===== config.mk =====
export PLATFORM = sky130hd
export DESIGN_NAME = tkc2_seq
export DESIGN_NICKNAME = d
export VERILOG_FILES = /design/src/inc/tkc2_pkg.sv /design/src/tkc2_interval.sv /design/src/tkc2_comp_filter.sv /design/src/tkc2_seq.sv
export SDC_FILE = /design/constraint.sdc
export NUM_CORES = 1
export LEC_CHECK = 0
export BUFFER_PORTS_ARGS = -buffer_cell sky130_fd_sc_hd__buf_2
export CAP_MARGIN = 20
export CORE_ASPECT_RATIO = 1.75
export CORE_UTILIZATION = 55
export DETAILED_ROUTE_END_ITERATION = 16
export PLACE_DENSITY = 0.75
export SYNTH_ARGS = -nofsm -noshare
export SYNTH_HDL_FRONTEND = slang
export SYNTH_SLANG_ARGS = --single-unit
export TNS_END_PERCENT = 5

===== constraint.sdc =====
create_clock -name mclk_in -period 3.5 [get_ports mclk_in]
set_input_delay 0.175 -clock mclk_in [delete_from_list [all_inputs] [get_ports mclk_in]]
set_output_delay 0.175 -clock mclk_in [all_outputs]
set_load 0.05 [all_outputs]

===== src/inc/tkc2_pkg.sv =====
// Constants, state codes and carrier types of the second touch-key sequencer.
// Assumes one system clock that also stands for the internal oscillator.
package tkc2_pkg;

  // Register port widths
  localparam int ADDR_W = 16;
  localparam int DATA_W = 8;

  // Register byte addresses
  localparam logic [15:0] A_CFG  = 16'ha150;
  localparam logic [15:0] A_AFG  = 16'ha151;
  localparam logic [15:0] A_CMD  = 16'ha152;
  localparam logic [15:0] A_CNTL = 16'ha153;
  localparam logic [15:0] A_CNTH = 16'ha154;
  localparam logic [15:0] A_STAT = 16'ha155;
  localparam logic [15:0] A_MASK = 16'ha156;

  // Reset values
  localparam logic [7:0] CFG_RST  = 8'h00;
  localparam logic [7:0] AFG_RST  = 8'h00;
  localparam logic [7:0] MASK_RST = 8'h03;

  // Field positions of touch2_config
  localparam int CFG_EN   = 7;
  localparam int CFG_PSR  = 6;
  localparam int CFG_VREF = 5;
  localparam int CFG_VTH  = 4;
  localparam int CFG_CD   = 0;
  // Field positions of touch2_analog_config
  localparam int AFG_PAD  = 7;
  localparam int AFG_ZERO = 4;
  localparam int AFG_FIL  = 0;
  // Field positions of touch2_command_interrupt
  localparam int CMD_INTEN = 7;
  localparam int CMD_CNTHI = 5;
  localparam int CMD_SHIFT = 4;
  localparam int CMD_RPT   = 2;
  localparam int CMD_FLAG  = 1;
  localparam int CMD_START = 0;
  // Status and mask bits
  localparam int IRQ_DONE = 0;
  localparam int IRQ_OVF  = 1;

  // Widths of counts
  localparam int CNT_W = 18;
  localparam int TMR_W = 11;

  // Discharge timing, in system clock periods
  localparam logic [10:0] ZERO_PRE  = 11'h004;
  localparam logic [10:0] ZERO_UNIT = 11'h080;
  localparam logic [10:0] ZERO_POST = 11'h001;
  localparam logic [10:0] LEN_ADD   = 11'h001;

  // Sequencer states, one-hot
  typedef enum logic [4:0] {
    ST_IDLE   = 5'h01,
    ST_ZERO   = 5'h02,
    ST_CHARGE = 5'h04,
    ST_DUMP   = 5'h08,
    ST_FINISH = 5'h10
  } tkc2_state_t;

  // Register port request
  typedef struct packed {
    logic [15:0] addr;
    logic [7:0]  wdata;
    logic        wr;
    logic        rd;
  } tkc2_bus_t;

  // Drives toward the analog front end
  typedef struct packed {
    logic ref_zero;
    logic pad_nmos;
    logic charge;
    logic dump;
    logic pseudo_random_enable;
    logic reference_select;
    logic comparator_threshold_select;
  } tkc2_front_t;

endpackage


===== src/tkc2_interval.sv =====
// Loadable down-counter timing one sequencer phase.
// Assumes the loader never loads zero.
`timescale 1ns/10ps
module tkc2_interval #(
  parameter int W = 11
) (
  // Clock and reset
  input  wire logic         mclk_in,
  input  wire logic         reset_in,
  // Control
  input  wire logic         load_in,
  input  wire logic [W-1:0] count_in,
  // State
  output logic      [W-1:0] remain_out,
  output logic              done_out
);
  import tkc2_pkg::*;

  // Counts down to zero and rests there
  always_ff @(posedge mclk_in or posedge reset_in) begin
    if (reset_in) begin
      remain_out <= '0;
    end else if (load_in) begin
      remain_out <= count_in;
    end else if (remain_out != '0) begin
      remain_out <= remain_out - W'(1);
    end
  end

  // Last cycle of the phase
  assign done_out = (remain_out == W'(1));

  chk_timer_step: assert property (@(posedge mclk_in) disable iff (reset_in)
    (remain_out != '0 && !load_in) |=> remain_out == $past(remain_out) - W'(1))
    else $error("phase timer skipped a step");

endmodule


===== src/tkc2_comp_filter.sv =====
// Comparator filter: output high when the last N samples were all ones.
// Assumes the sample is already synchronised to the clock.
`timescale 1ns/10ps
module tkc2_comp_filter #(
  parameter int DEPTH = 15
) (
  // Clock and reset
  input  wire logic       mclk_in,
  input  wire logic       reset_in,
  // Sample and length
  input  wire logic       sample_in,
  input  wire logic [3:0] len_in,
  // Filtered level
  output logic            filt_out
);
  import tkc2_pkg::*;

  logic [DEPTH-1:0] hist;
  logic [DEPTH-1:0] win;
  logic [3:0]       n;

  // A length of zero acts as one so the filter never sticks high
  assign n = (len_in == 4'h0) ? 4'h1 : len_in;

  // Window of the newest n samples
  for (genvar i = 0; i < DEPTH; i++) begin : g_win
    assign win[i] = (n > 4'(i));
  end

  // Sample history, newest in bit 0
  always_ff @(posedge mclk_in or posedge reset_in) begin
    if (reset_in) begin
      hist <= '0;
    end else begin
      hist <= {hist[DEPTH-2:0], sample_in};
    end
  end

  // All samples inside the window must be ones
  always_ff @(posedge mclk_in or posedge reset_in) begin
    if (reset_in) begin
      filt_out <= 1'b0;
    end else begin
      filt_out <= &(hist | ~win);
    end
  end

  chk_filter_newest: assert property (@(posedge mclk_in) disable iff (reset_in)
    filt_out |-> $past(hist[0]))
    else $error("filter high after a zero sample");

endmodule


===== src/tkc2_seq.sv =====
// Sequencer of the second switched-capacitance touch-key controller.
// Assumes mclk_in is the system clock and also the oscillator tick;
// the comparator pin is asynchronous, the register port is synchronous.
// Contract
// - Only a software start begins a detection; then hardware runs it all.
// - Each detection first closes the reference discharge switch, then opens it.
// - After discharge, repeat charge and dump cycles, counting each one.
// - Filtered comparator high ends detection, stores count, raises flag.
// - Interrupt shares one vector with the first touch controller.
// - Sequencer runs on the oscillator or a reduced rate of it; here always at the full mclk_in rate.
// - Pad pull-down enabled: pad NMOS on (zero field+1)*128 clocks.
// - Discharge lasts 4+128*(zero field+1)+1 clocks, switch on throughout.
// - Filter output high only when last N oscillator samples are ones.
// - One start runs the number of detections the repeat field selects.
// - Repeated counts add into the 18-bit result; top bits in command.
// - Hardware sets the interrupt flag; software clears it by writing.
// - Writing start launches; start clears itself at completion.
// - Start clears the accumulated count; count holds after completion.
//
// Our own choice: the address-and-strobe port.
`timescale 1ns/10ps
module tkc2_seq (
  // Clock and reset
  input  wire logic                       mclk_in,
  input  wire logic                       reset_in,
  // Register port
  input  wire tkc2_pkg::tkc2_bus_t        bus_in,
  output logic [tkc2_pkg::DATA_W-1:0]     rdata_out,
  // Analog front end
  input  wire logic                       comparator_in,
  output tkc2_pkg::tkc2_front_t           front_out,
  // Interrupt vector
  input  wire logic                       touch1_irq_in,
  output logic                            irq_out
);
  import tkc2_pkg::*;

  logic [DATA_W-1:0] cfg;
  logic [DATA_W-1:0] afg;
  logic [DATA_W-1:0] mask;
  logic              int_en;
  logic              auto_shift_bit;
  logic [1:0]        repeat_field;
  logic              auto_shift_bit_run;
  logic [1:0]        rpt_run;
  logic [1:0]        status;
  logic [3:0]        reps_left;
  logic [CNT_W-1:0]  acc;
  logic [CNT_W-1:0]  cyc;
  logic [CNT_W-1:0]  cyc_inc;
  logic [CNT_W:0]    sum;
  tkc2_state_t       state;
  tkc2_state_t       next_state;
  logic              busy;
  logic              comp_s1;
  logic              comp_s2;
  logic              filt;
  logic              t_load;
  logic              t_done;
  logic [TMR_W-1:0]  t_count;
  logic [TMR_W-1:0]  t_remain;
  logic [TMR_W-1:0]  cd_len;
  logic              wr_cmd;
  logic              start_go;
  logic              det_end;
  logic              ovf_ev;
  logic [1:0]        st_set;
  logic [1:0]        st_clr;

  // Detections per start
  function automatic logic [3:0] reps_of(input logic [1:0] r);
    return 4'h1 << r;
  endfunction

  // Discharge phase length in system clocks
  function automatic logic [TMR_W-1:0] zero_len(input logic [2:0] z);
    return ZERO_PRE + ZERO_UNIT * ({8'h00, z} + LEN_ADD) + ZERO_POST;
  endfunction

  // Write and event decode
  assign wr_cmd   = bus_in.wr && (bus_in.addr == A_CMD);
  // A start while busy or disabled is ignored
  assign start_go = wr_cmd && bus_in.wdata[CMD_START] && cfg[CFG_EN] && !busy;
  assign det_end  = (state == ST_DUMP) && t_done && filt;
  assign busy     = (state != ST_IDLE);
  // Each charge-dump phase lasts the base time plus one oscillator tick
  assign cd_len   = {{(TMR_W-4){1'b0}}, cfg[CFG_CD +: 4]} + LEN_ADD;
  // Per-detection count saturates rather than wraps
  assign cyc_inc  = (&cyc) ? cyc : cyc + CNT_W'(1);
  assign sum      = {1'b0, acc} + {1'b0, cyc_inc};
  assign ovf_ev   = ((state == ST_DUMP) && t_done && (&cyc)) || (det_end && sum[CNT_W]);

  // Pin synchroniser for the comparator
  always_ff @(posedge mclk_in or posedge reset_in) begin
    if (reset_in) begin
      comp_s1 <= 1'b0;
      comp_s2 <= 1'b0;
    end else begin
      comp_s1 <= comparator_in;
      comp_s2 <= comp_s1;
    end
  end

  // Comparator filter on the oscillator
  tkc2_comp_filter #(
    .DEPTH(15)
  ) u_filter (
    .mclk_in  (mclk_in),
    .reset_in (reset_in),
    .sample_in(comp_s2),
    .len_in   (afg[AFG_FIL +: 4]),
    .filt_out (filt)
  );

  // Phase timer
  tkc2_interval #(
    .W(TMR_W)
  ) u_timer (
    .mclk_in   (mclk_in),
    .reset_in  (reset_in),
    .load_in   (t_load),
    .count_in  (t_count),
    .remain_out(t_remain),
    .done_out  (t_done)
  );

  // Next state and phase loads
  always_comb begin
    next_state = state;
    t_load     = 1'b0;
    t_count    = zero_len(afg[AFG_ZERO +: 3]);
    case (state)
      ST_IDLE: begin
        if (start_go) begin
          next_state = ST_ZERO;
          t_load     = 1'b1;
        end
      end
      ST_ZERO: begin
        if (t_done) begin
          next_state = ST_CHARGE;
          t_load     = 1'b1;
          t_count    = cd_len;
        end
      end
      ST_CHARGE: begin
        if (t_done) begin
          next_state = ST_DUMP;
          t_load     = 1'b1;
          t_count    = cd_len;
        end
      end
      ST_DUMP: begin
        if (t_done) begin
          t_load = 1'b1;
          if (!filt) begin
            next_state = ST_CHARGE;
            t_count    = cd_len;
          end else if (reps_left > 4'h1) begin
            next_state = ST_ZERO;
          end else begin
            next_state = ST_FINISH;
          end
        end
      end
      ST_FINISH: begin
        next_state = ST_IDLE;
      end
      default: begin
        next_state = ST_IDLE;
      end
    endcase
    // Clearing the controller enable abandons a running sequence
    if (!cfg[CFG_EN]) begin
      next_state = ST_IDLE;
      t_load     = 1'b0;
    end
  end

  // State register
  always_ff @(posedge mclk_in or posedge reset_in) begin
    if (reset_in) begin
      state <= ST_IDLE;
    end else begin
      state <= next_state;
    end
  end

  // Configuration registers
  always_ff @(posedge mclk_in or posedge reset_in) begin
    if (reset_in) begin
      cfg  <= CFG_RST;
      afg  <= AFG_RST;
      mask <= MASK_RST;
    end else if (bus_in.wr) begin
      if (bus_in.addr == A_CFG) begin
        cfg <= bus_in.wdata;
      end
      if (bus_in.addr == A_AFG) begin
        afg <= bus_in.wdata;
      end
      if (bus_in.addr == A_MASK) begin
        mask <= bus_in.wdata;
      end
    end
  end

  // Command fields; the run copies freeze at start
  always_ff @(posedge mclk_in or posedge reset_in) begin
    if (reset_in) begin
      int_en     <= 1'b0;
      auto_shift_bit     <= 1'b0;
      repeat_field        <= 2'h0;
      auto_shift_bit_run <= 1'b0;
      rpt_run    <= 2'h0;
    end else if (wr_cmd) begin
      int_en <= bus_in.wdata[CMD_INTEN];
      auto_shift_bit <= bus_in.wdata[CMD_SHIFT];
      repeat_field    <= bus_in.wdata[CMD_RPT +: 2];
      if (start_go) begin
        auto_shift_bit_run <= bus_in.wdata[CMD_SHIFT];
        rpt_run    <= bus_in.wdata[CMD_RPT +: 2];
      end
    end
  end

  // Repetitions still to run
  always_ff @(posedge mclk_in or posedge reset_in) begin
    if (reset_in) begin
      reps_left <= 4'h0;
    end else if (start_go) begin
      reps_left <= reps_of(bus_in.wdata[CMD_RPT +: 2]);
    end else if (det_end) begin
      reps_left <= reps_left - 4'h1;
    end
  end

  // Charge-dump cycles of the current detection
  always_ff @(posedge mclk_in or posedge reset_in) begin
    if (reset_in) begin
      cyc <= '0;
    end else if (state == ST_ZERO) begin
      cyc <= '0;
    end else if ((state == ST_DUMP) && t_done) begin
      cyc <= cyc_inc;
    end
  end

  // Accumulated result; it wraps past 18 bits and flags an overflow
  always_ff @(posedge mclk_in or posedge reset_in) begin
    if (reset_in) begin
      acc <= '0;
    end else if (start_go) begin
      acc <= '0;
    end else if (det_end) begin
      acc <= sum[CNT_W-1:0];
    end else if ((state == ST_FINISH) && auto_shift_bit_run) begin
      acc <= acc >> rpt_run;
    end
  end

  // Sticky status; a set in the same cycle as a clear wins
  always_comb begin
    st_set           = 2'h0;
    st_set[IRQ_DONE] = (state == ST_FINISH);
    st_set[IRQ_OVF]  = ovf_ev;
    st_clr           = 2'h0;
    if (wr_cmd) begin
      st_clr[IRQ_DONE] = bus_in.wdata[CMD_FLAG];
    end
    if (bus_in.wr && (bus_in.addr == A_STAT)) begin
      st_clr = st_clr | bus_in.wdata[1:0];
    end
  end

  always_ff @(posedge mclk_in or posedge reset_in) begin
    if (reset_in) begin
      status <= 2'h0;
    end else begin
      status <= (status & ~st_clr) | st_set;
    end
  end

  // Shared vector: this controller and the first one merge here
  always_ff @(posedge mclk_in or posedge reset_in) begin
    if (reset_in) begin
      irq_out <= 1'b0;
    end else begin
      irq_out <= touch1_irq_in | (int_en & |(status & mask[1:0]));
    end
  end

  // Read data, valid the cycle after the strobe only
  always_ff @(posedge mclk_in or posedge reset_in) begin
    if (reset_in) begin
      rdata_out <= '0;
    end else if (bus_in.rd) begin
      case (bus_in.addr)
        A_CFG:   rdata_out <= cfg;
        A_AFG:   rdata_out <= afg;
        A_CMD:   rdata_out <= {int_en, acc[CNT_W-1 -: 2], auto_shift_bit, repeat_field,
                               status[IRQ_DONE], busy};
        A_CNTL:  rdata_out <= acc[7:0];
        A_CNTH:  rdata_out <= acc[15:8];
        A_STAT:  rdata_out <= {6'h00, status};
        A_MASK:  rdata_out <= mask;
        default: rdata_out <= 8'h00;
      endcase
    end else begin
      rdata_out <= 8'h00;
    end
  end

  // Front-end drives, one clock behind the state so durations stay exact
  always_ff @(posedge mclk_in or posedge reset_in) begin
    if (reset_in) begin
      front_out <= '0;
    end else begin
      front_out.ref_zero <= (state == ST_ZERO);
      front_out.pad_nmos <= (state == ST_ZERO) && afg[AFG_PAD]
                            && (t_remain > ZERO_PRE + ZERO_POST);
      front_out.charge   <= (state == ST_CHARGE);
      front_out.dump     <= (state == ST_DUMP);
      front_out.pseudo_random_enable        <= cfg[CFG_PSR];
      front_out.reference_select            <= cfg[CFG_VREF];
      front_out.comparator_threshold_select <= cfg[CFG_VTH];
    end
  end

  // Helper: cycles spent in the discharge phase
  logic [TMR_W-1:0] zcnt;
  always_ff @(posedge mclk_in or posedge reset_in) begin
    if (reset_in) begin
      zcnt <= '0;
    end else if (state == ST_ZERO) begin
      zcnt <= zcnt + TMR_W'(1);
    end else begin
      zcnt <= '0;
    end
  end

  chk_start_goes_busy: assert property (@(posedge mclk_in) disable iff (reset_in)
    start_go |=> (state == ST_ZERO) && busy)
    else $error("start did not enter discharge");

  chk_zero_length: assert property (@(posedge mclk_in) disable iff (reset_in)
    ((state == ST_ZERO) && (next_state == ST_CHARGE) && $stable(afg))
    |-> zcnt + TMR_W'(1) == zero_len(afg[AFG_ZERO +: 3]))
    else $error("discharge phase length wrong");

  chk_pad_only_zero: assert property (@(posedge mclk_in) disable iff (reset_in)
    front_out.pad_nmos |-> $past(state == ST_ZERO) && $past(afg[AFG_PAD]))
    else $error("pad pull-down outside discharge");

  chk_count_step: assert property (@(posedge mclk_in) disable iff (reset_in)
    ((state == ST_DUMP) && t_done && !(&cyc) && cfg[CFG_EN])
    |=> cyc == $past(cyc) + CNT_W'(1))
    else $error("cycle count did not advance");

  chk_flag_at_end: assert property (@(posedge mclk_in) disable iff (reset_in)
    (state == ST_FINISH) |=> status[IRQ_DONE] && (state == ST_IDLE) && !busy)
    else $error("flag not raised at completion");

  chk_irq_gated: assert property (@(posedge mclk_in) disable iff (reset_in)
    (irq_out && !$past(touch1_irq_in)) |-> $past(int_en) && $past(|status))
    else $error("interrupt without flag and enable");

  chk_start_clears: assert property (@(posedge mclk_in) disable iff (reset_in)
    start_go |=> acc == '0)
    else $error("start did not clear the count");

  chk_shift_eight: assert property (@(posedge mclk_in) disable iff (reset_in)
    ((state == ST_FINISH) && auto_shift_bit_run && (rpt_run == 2'h3))
    |=> acc == ($past(acc) >> 3))
    else $error("auto-shift by three missing");

  chk_reps_loaded: assert property (@(posedge mclk_in) disable iff (reset_in)
    (start_go && (bus_in.wdata[CMD_RPT +: 2] == 2'h2)) |=> reps_left == 4'h4)
    else $error("repeat count decode wrong");

  chk_flag_set_wins: assert property (@(posedge mclk_in) disable iff (reset_in)
    st_set[IRQ_DONE] |=> status[IRQ_DONE])
    else $error("flag set lost to a clear");

endmodule


Word-level counts from Yosys, hierarchy flattened
Cells that the tools add are included.
Word-level totals
  flip-flop bits (word level): 123
  input port bits: 30
  output and inout port bits: 16
  word-level logic and storage cells: 142
Operators by class
  add/sub/neg operators: 8
  magnitude comparators: 17
  equality and inequality tests: 18
  shift-type cells: 2
  muxes and demuxes: 31
  bitwise operators: 9
  reduce and logical (&&, ||, !) cells: 30
Operators by type and width (count)
  == test 16 bit, second input constant: 7
  2-to-1 mux 18 bit: 6
  case mux 8 bit (7 select lines): 1
  2-to-1 mux 11 bit: 5
  2-to-1 mux 5 bit: 7
  > comparator 4 bit, second input constant: 7
  case mux 11 bit (2 select lines): 1
  case mux 5 bit (4 select lines): 1
  adder 18 x 18 -> 19 bit: 1
  adder 18 x 1 -> 18 bit, second input constant: 1
  AND reduction 18 bit: 1
  >> shifter 18 x 2 -> 18 bit: 1
  > comparator 4 x 3 -> 1 bit, second input constant: 4
  inverter 15 bit: 1
  OR 15 bit: 1
  AND reduction 15 bit: 1
  > comparator 4 x 1 -> 1 bit, second input constant: 3
  logical AND 1 bit: 12
  2-to-1 mux 4 bit: 3
  != test 3 bit, second input constant: 4
  adder 11 x 1 -> 11 bit, second input constant: 1
  adder 3 x 11 -> 11 bit, first input constant: 1
  == test 11 x 1 -> 1 bit, second input constant: 1
  > comparator 11 x 3 -> 1 bit, second input constant: 1
  32 further kinds: 43

Logic depth before layout (Yosys ltp)
Gate-level depths: netlist of the first run.
  depth after elaboration: 9
  gate-level depth with buffers: 14
  depth with buffers taken out: 14

By module
A second synthesis of the first run with hierarchy kept.
Second synthesis, totals
  cell total of the unflattened synthesis: 781
  area, all modules: 7484.7 um2
By module, submodules not included
  tkc2_seq: instances 1, cells an instance 666, area each 6268.5 um2, seq. area each 2406.1 um2
  tkc2_interval: instances 1, cells an instance 75, area each 664.4 um2, seq. area each 275.3 um2
  tkc2_comp_filter: instances 1, cells an instance 40, area each 551.8 um2, seq. area each 400.4 um2

Least setup slack after synthesis of the first run
No wires, ideal clock.
  kind: reg-to-reg
  from: register cyc[7]
  to: register acc[15]
  setup time: 133 ps
  arrival time: 3137 ps
  required time: 3367 ps
  slack: 230 ps
  cell stages (with the launch flop): 14
  path buffers: 1
  period minus slack after synthesis: 3270 ps
  cells stage by stage: dfrtp_1 -> and3_1 -> and3_1 -> clkbuf_1 -> nand3_1 -> mux2_2 -> ha_1 -> a21oi_1 -> nor2b_1 -> a311o_1 -> a32o_1 -> o31ai_1 -> xor2_1 -> a21oi_1
Between the ends
  longest elaborated chain between the ends: 5
  elaborated cells on any way between the ends: 6
  those cells by class: add/sub: 2; mux: 3; reduce/logical: 1
Ends and longest elaborated chain
  start, declared: line tkc2_seq.sv:49  | logic [CNT_W-1:0] cyc;
  start signal, assigned: line tkc2_seq.sv:245  | cyc <= cyc_inc;
  adder 18 x 1 -> 18 bit or AND reduction 18 bit (tied branches): line tkc2_seq.sv:89  | assign cyc_inc = (&cyc) ? cyc : cyc + CNT_W'(1);
  2-to-1 mux 18 bit (*): line tkc2_seq.sv:89
  adder 18 x 18 -> 19 bit (*): line tkc2_seq.sv:90  | assign sum = {1'b0, acc} + {1'b0, cyc_inc};
  2-to-1 mux 18 bit (*): line tkc2_seq.sv:255  | end else if (det_end) begin
  2-to-1 mux 18 bit (*): line tkc2_seq.sv:253  | end else if (start_go) begin
  end signal, assigned: line tkc2_seq.sv:256  | acc <= sum[CNT_W-1:0];
  end signal, assigned: line tkc2_seq.sv:258  | acc <= acc >> rpt_run;
  end, declared: line tkc2_seq.sv:48  | logic [CNT_W-1:0] acc;
Mark *: on every way between the ends. The rest lies on a longest branch, timed or not.
A chain may end at the register's enable or synchronous reset.

Worst setup path after layout of the first run
  from: register cyc[14]
  to: register acc[16]
The elaborated chain is that of the path after synthesis.

==> results of run 1 <==
[state kept, by name (all words and copies together), names as in the netlist]
| name | count |
|---|---|
| rdata_out | 8 |
| u_filter.hist | 15 |
| u_filter.filt_out | 1 |
| front_out | 7 |
| u_timer.remain_out | 11 |
| reps_left | 4 |
| comp_s1 | 1 |
| acc | 18 |
| status | 2 |
| auto_shift_bit_run | 1 |
| int_en | 1 |
| auto_shift_bit | 1 |
| cyc | 18 |
| state | 5 |
| cfg | 8 |
| irq_out | 1 |
| afg | 8 |
| repeat_field | 2 |
| rpt_run | 2 |
| comp_s2 | 1 |
| mask | 8 |
[power groups by stage]
| stage | clock, mW | sequential, mW | combinational (mW) |
|---|---|---|---|
| floorplan | 0 | 1.47 | 0.0360 |
| global placement | 0 | 1.47 | 0.0756 |
| detailed placement | 0 | 1.47 | 0.0772 |
| CTS | 1.74 | 1.44 | 0.0805 |
| global route | 1.81 | 1.44 | 0.0869 |
| finish | 1.74 | 1.44 | 0.0790 |
[layout make-up]
cell class | count | area [µm²]
clock buffers | 19 | 442.9
clock inverters | 13 | 142.6
multi-input cells | 562 | 3966
repair buffers | 79 | 520.5
inverters | 16 | 62.56
fillers | 1008 | 4208
flip-flops and latches | 123 | 3082
well taps | 168 | 210.2
[what timing repair did]
action	CTS	global route
gates resized for setup	1	10
hold endpoints to repair	60	0
hold buffers	3	0
pin swaps	0	2
endpoints found under the setup margin	1	5
[worst min-delay path by stage]
stage,cells past startpoint,end
2_1_floorplan,0,comp_s1
3_3_place_gp,1,comp_s1
3_5_place_dp,1,comp_s1
4_1_cts,2,mask[5]
5_1_grt,2,cfg[5]
6_report,2,mask[5]
[Yosys cell counts (13+ instances only)]
cell type	number	area [µm²]
o31ai_1	16	120.1
o21ai_0	43	215.2
mux2_2	28	315.3
nand2_1	63	236.5
a22oi_1	15	112.6
a221oi_1	13	113.9
a31oi_1	17	106.4
inv_1	16	60.06
a21oi_1	48	240.2
dfrtp_1	120	3003
xnor2_1	25	219.0
clkbuf_1	17	63.81
nor2_1	50	187.7
ha_1	26	325.3
xor2_1	19	166.4
nand3_1	37	185.2
[layout by cell type (no fill, tap or decap), types with 19 or more instances in the layout]
cell type  Yosys  final
dfrtp_1      120    120
nand2_1       63     62
nor2_1        50     48
a21oi_1       48     48
buf_2          7     45
o21ai_0       43     43
nand3_1       37     36
buf_4          1     29
mux2_2        28     28
ha_1          26     26
xnor2_1       25     25
xor2_1        19     19
[through the flow]
step / instances / setup TNS, ps / worst slack (ps) / total power, mW / utilization
after floorplan: 730 / 0 / 59.09 / 1.502 / -
after global placement: 944 / 0 / 181.5 / 1.542 / 0.6123
after detailed placement: 944 / 0 / 31.48 / 1.544 / 0.6123
after CTS: 979 / 0 / 54.43 / 3.264 / 0.6612
after global routing: 980 / -33.69 / -33.69 / 3.339 / 0.6670
final: 980 / 0 / 168.4 / 3.256 / 0.6670
[logic make-up (layout without fill, tap and decap cells)]
logic type / count (synthesis) / count (layout) / synth area share
AND/OR/NAND/NOR: 233 / 233 / 0.1742
buffers and inverters: 45 / 127 / 0.02645
AO/OA/AOI/OAI: 215 / 215 / 0.1991
adder cells (fa/ha/maj): 27 / 27 / 0.04802
multiplexers: 43 / 43 / 0.07012
XOR/XNOR: 44 / 44 / 0.05359
flip-flops: 123 / 123 / 0.4286
[worst max-delay path, cell delays in order, from the launching register on]
cell and delay, ps:
dfrtp_1 440, nand4_1 260, nor2_4 250, nand3_2 180, xor2_1 190, ha_1 210
fa_1 390, a211oi_1 290, o21a_1 210, o2bb2ai_1 170, o31ai_2 140, a21oi_1 210
xor2_1 170, o211ai_1 90
[metal layers]
| layer | part of all wire | vias up | wire length, µm | track usage |
|---|---|---|---|---|
| met5 | 0 | - | 0 | 0 |
| li1 | - | 2871 | - | - |
| met3 | 0.036 | 70 | 742 | 0.04752 |
| met1 | 0.35 | 3101 | 7142 | 0.3059 |
| met4 | 0.062 | 0 | 1263 | 0.1866 |
| met2 | 0.55 | 234 | 11220 | 0.5740 |
==> flow_summary.toml, run 1 <==
[outcome]
outcome = "finished, final reports clean"

[setup_path]
path_class = "flip-flop to flip-flop"
regToRegStartpoint = "cyc[14]"
critPathRequiredTime_ps = 3780
start_kind = "flip-flop"
crit_path_end_kind = "flip-flop"
cp-endpoint = "acc[16]"
r2r_slack_ps = 170
rr_endpoint = "acc[16]"
critPathLaunch = "cyc[14]"
critPathMaxFanout = 6
critPathArrivalTime_ps = 3620
reg2reg_depth = 13

[power_and_ir_drop]
swShare = 0.2240
ir_drop_mv = 0.3152
powerDensity_nw_per_um2 = 386.3
power.leakage_nw = 3.725
cell_internal_pwr_mw = 2.526
seqPwrFrac = 0.443
p_comb_frac = 0.024
p_clk_frac = 0.533
p_switching_mw = 0.7292

[global_route]
grt_pass1_wl_mm = 31.40
grt_pass1_vias = 6248
grt.overflow.total = 0
grt_use_total = 0.3082
grt_max_degree = 66
grt_antenna_before_repair = 0

[final_layout]
area_growth_pct = 17.19
diodes = 0
drive_gt1_frac = 0.2081
stdcell_area_um2 = 8427
finalNetCount = 856

[sta]
post-route-period-util = 0.9519
fmax_mhz = 300.2
tightest_slew_ps = 1006
hold_viol = 0
slew_violations = 0
fin_skew_ps = 7.576
period_minus_slack_ps = 3332
setup_viol = 0
maxSlewHeadroom = 0.3295
hold-worst-slack_ps = 39.39
rsz0062_at_grt = "yes"

[worst_hold_path]
min-delay-path-class = "input port to flip-flop"
min_from = "bus_in[7]"

[run]
drv_cap = 0

[die]
die_height_um = 153.3
initial_core_util = 0.5691
dieArea_um2 = 13550
fp.dieW_um = 88.44
io_pins = 46
rows = 54
core_um2 = 12630

[detailed_routing]
via_per_inst = 6.404
ant_nets = 0
drc = 0
wl_mm = 20.37
drtIter0Drc = 341
vias = 6276
wl_per_cell_um = 20.79
firstDrtPassIters = 5

[clock_tree]
clock-sinks = 123
cts_buffer_depth = 2
h-tree-depth = 4
tritoncts = "built"
cts_setup_buffers = 0
numCtsBuffers = 17
worstSkewPairLatency_ps = 420
path_clk_slew_ps = 60
cts_root_buf = "clkbuf_16"

[logic_synthesis]
synth_area_per_cell_um2 = 9.850
synthCells = 730
synth_area_um2 = 7191
synth_nets = 787
synth_cell_type_count = 73
synthArstFlopShare = 1.000
ys.flop_type = "dfrtp_1"
ys_ff_latch = 123
seq_area_frac_synth = 0.4286
ys_warn_count = 0
synth_edf_count = 0

[placement]
hpwl_mm = 15.03
port_buffers = 45
routabilityCongestion = 0.9022
detailed_place.area_um2 = 7736
(Power assumes the default switching activity.)
==> inputs of run 2 (changes only) <==
--- a/config.mk
+++ b/config.mk
@@ -10,5 +10,5 @@
 export CORE_ASPECT_RATIO = 1.75
-export CORE_UTILIZATION = 55
+export CORE_UTILIZATION = 50
 export DETAILED_ROUTE_END_ITERATION = 16
-export PLACE_DENSITY = 0.75
+export PLACE_DENSITY = 0.69
 export SYNTH_ARGS = -nofsm -noshare
--- a/constraint.sdc
+++ b/constraint.sdc
@@ -3,2 +3,2 @@
 set_output_delay 0.175 -clock mclk_in [all_outputs]
-set_load 0.05 [all_outputs]
+set_load 0.005 [all_outputs]
==> flow_summary.toml, run 2 (synthesis results as in run 1) <==
[outcome]
outcome = "finished, final reports clean"

[die]
initial_core_util = 0.5144
io_pins = 46
core_um2 = 13980
dieArea_um2 = 14880
die_height_um = 160.6
rows = 57
fp.dieW_um = 92.65

[final_layout]
reg_top3 = "acc: 18 flops, cyc: 18 flops, u_filter.hist: 15 flops"
layout_commonest_cell = "dfrtp_1"
final_cells = 985
register_area_um2 = 3082
area_growth_pct = 16.95
fillers = 1198
finalNetCount = 852
final_cell_mix = "120 x dfrtp_1, 62 x nand2_1, 49 x nor2_1, 48 x a21oi_1, 45 x buf_2"
drive_gt1_frac = 0.2054
fin_util = 0.6016
multi_input_comb_area_um2 = 3960
diodes = 0

[setup_path]
crit_slowest_cell = "fa_1"
rr_endpoint = "acc[14]"
cp-endpoint = "acc[14]"
path_class = "flip-flop to flip-flop"
critPathLaunch = "cyc[1]"
cp.depth = 15
start_kind = "flip-flop"
crit_top_cell = "ha_1"
regToRegStartpoint = "cyc[1]"
reg2reg_depth = 15
critPathRequiredTime_ps = 3780
cp_slowest_stage_delay_ps = 410
r2r_slack_ps = 110
critPathArrivalTime_ps = 3670
path_cells = "ha_1 > nand2_2 > nor2_4 > nand3_2 > xor2_1 > ha_1 > fa_1 > a211oi_1 > o21a_1 > buf_4 > o221ai_1 > nand3_1 > a32oi_1 > xnor2_1 > a21oi_1"
crit_family = "compound AO/OA/AOI/OAI gates"
path_buf_inv = 1
crit_path_end_kind = "flip-flop"
critPathMaxFanout = 7

[global_route]
grt_pass1_vias = 6490
grt_antenna_before_repair = 0
grt_pass1_wl_mm = 32.93
grt_max_degree = 67
grt_use_total = 0.2896
grt.overflow.total = 0

[sta]
fin_tns_setup_ps = 0
period_minus_slack_ps = 3394
maxSlewHeadroom = 0.3473
fin_skew_ps = 11.52
setup_viol = 0
tightest_slew_ps = 979.0
post-route-period-util = 0.9697
fmax_mhz = 294.6
slew_violations = 0
hold_viol = 0

[detailed_routing]
wl_per_cell_um = 20.93
drtIter0Drc = 284
firstDrtPassIters = 5
drc = 0
vias = 6227
via_per_inst = 6.322
wl_mm = 20.61
ant_nets = 0

[power_and_ir_drop]
finalPower_mw = 3.286
ir_drop_mv = 0.2876
powerDensity_nw_per_um2 = 390.7
power.leakage_nw = 3.703

[clock_tree]
numCtsBuffers = 17
cts_root_buf = "clkbuf_16"
tritoncts = "built"
worstSkewPairLatency_ps = 420
cts_buffer_depth = 2
path_clk_slew_ps = 60
clock-sinks = 123
h-tree-depth = 4

[run]
drv_cap = 0

[placement]
routabilityCongestion = 0.9334
dpl.cell_count = 948
port_buffers = 45
hpwl_mm = 15.21

[worst_hold_path]
min-delay-path-class = "input port to flip-flop"
## run 2: cell count changes in the layout (fill, tap and decap cells not counted), sizes merged
| cell | previous run | this run |
|---|---|---|
| buf | 76 | 72 |
| clkinv | 7 | 4 |
| clkinvlp | 2 | 4 |
| inv | 18 | 19 |
## run 2: worst min-delay path by stage
| stage | slack, ps | from | to | depth (start not counted) |
|---|---|---|---|---|
| 2_1_floorplan | 210 | comparator_in | comp_s1 | 0 |
| 6_report | 50 | bus_in[7] | cfg[5] | 2 |
| 3_3_place_gp | 280 | comparator_in | comp_s1 | 1 |
| 4_1_cts | 40 | bus_in[7] | cfg[5] | 2 |
| 3_5_place_dp | 290 | comparator_in | comp_s1 | 1 |
| 5_1_grt | 40 | bus_in[7] | cfg[5] | 2 |
## run 2: where the power goes
| group | switching, mW | total [mW] | leakage [nW] | internal [mW] |
|---|---|---|---|---|
| clock | 0.678 | 1.77 | 0.282 | 1.09 |
| combinational | 0.0551 | 0.0776 | 1.86 | 0.0224 |
| sequential | 0.00764 | 1.44 | 1.56 | 1.43 |
| total | 0.741 | 3.29 | 3.70 | 2.54 |
## run 2: area by class of cell
class	instances	area share
Clock inverter	13	0.01666
Tap cell	177	0.02634
Timing Repair Buffer	75	0.05832
Sequential cell	123	0.3665
Inverter	16	0.007439
Multi-Input combinational cell	562	0.4709
Clock buffer	19	0.05386
## run 2: through the flow
step	setup slack, ps	hold WS, ps	area, µm²
after global placement	147.9	283.6	7710
final	106.1	48.68	8409
after detailed placement	41.58	287.6	7710
after global routing	-11.26	41.03	8409
after floorplan	59.09	206.4	7191
after CTS	8.625	39.76	8333
## run 2: repair_timing
item | CTS | global route
hold buffers | 3 | 0
buffers inserted | 0 | 1
resized for setup | 0 | 10
endpoints found under the setup margin | 0 | 9
endpoints found under the hold margin | 65 | 0
## run 2: per-layer routing
layer	GRT usage	wire length, µm	share of wire	vias to the layer above
met3	0.04261	701	0.034	76
met1	0.3012	7500	0.36	3091
li1	-	-	-	2865
met2	0.5202	10970	0.53	195
met5	0	0	0	-
met4	0.2077	1442	0.070	0
## run 2: worst reg2reg max path: stages, from the launching register on
cell	delay [ps]
dfrtp_1	400
ha_1	230
nand2_2	120
nor2_4	170
nand3_2	190
xor2_1	190
ha_1	220
fa_1	410
a211oi_1	300
o21a_1	240
buf_4	150
o221ai_1	140
nand3_1	120
a32oi_1	110
xnor2_1	170
a21oi_1	90
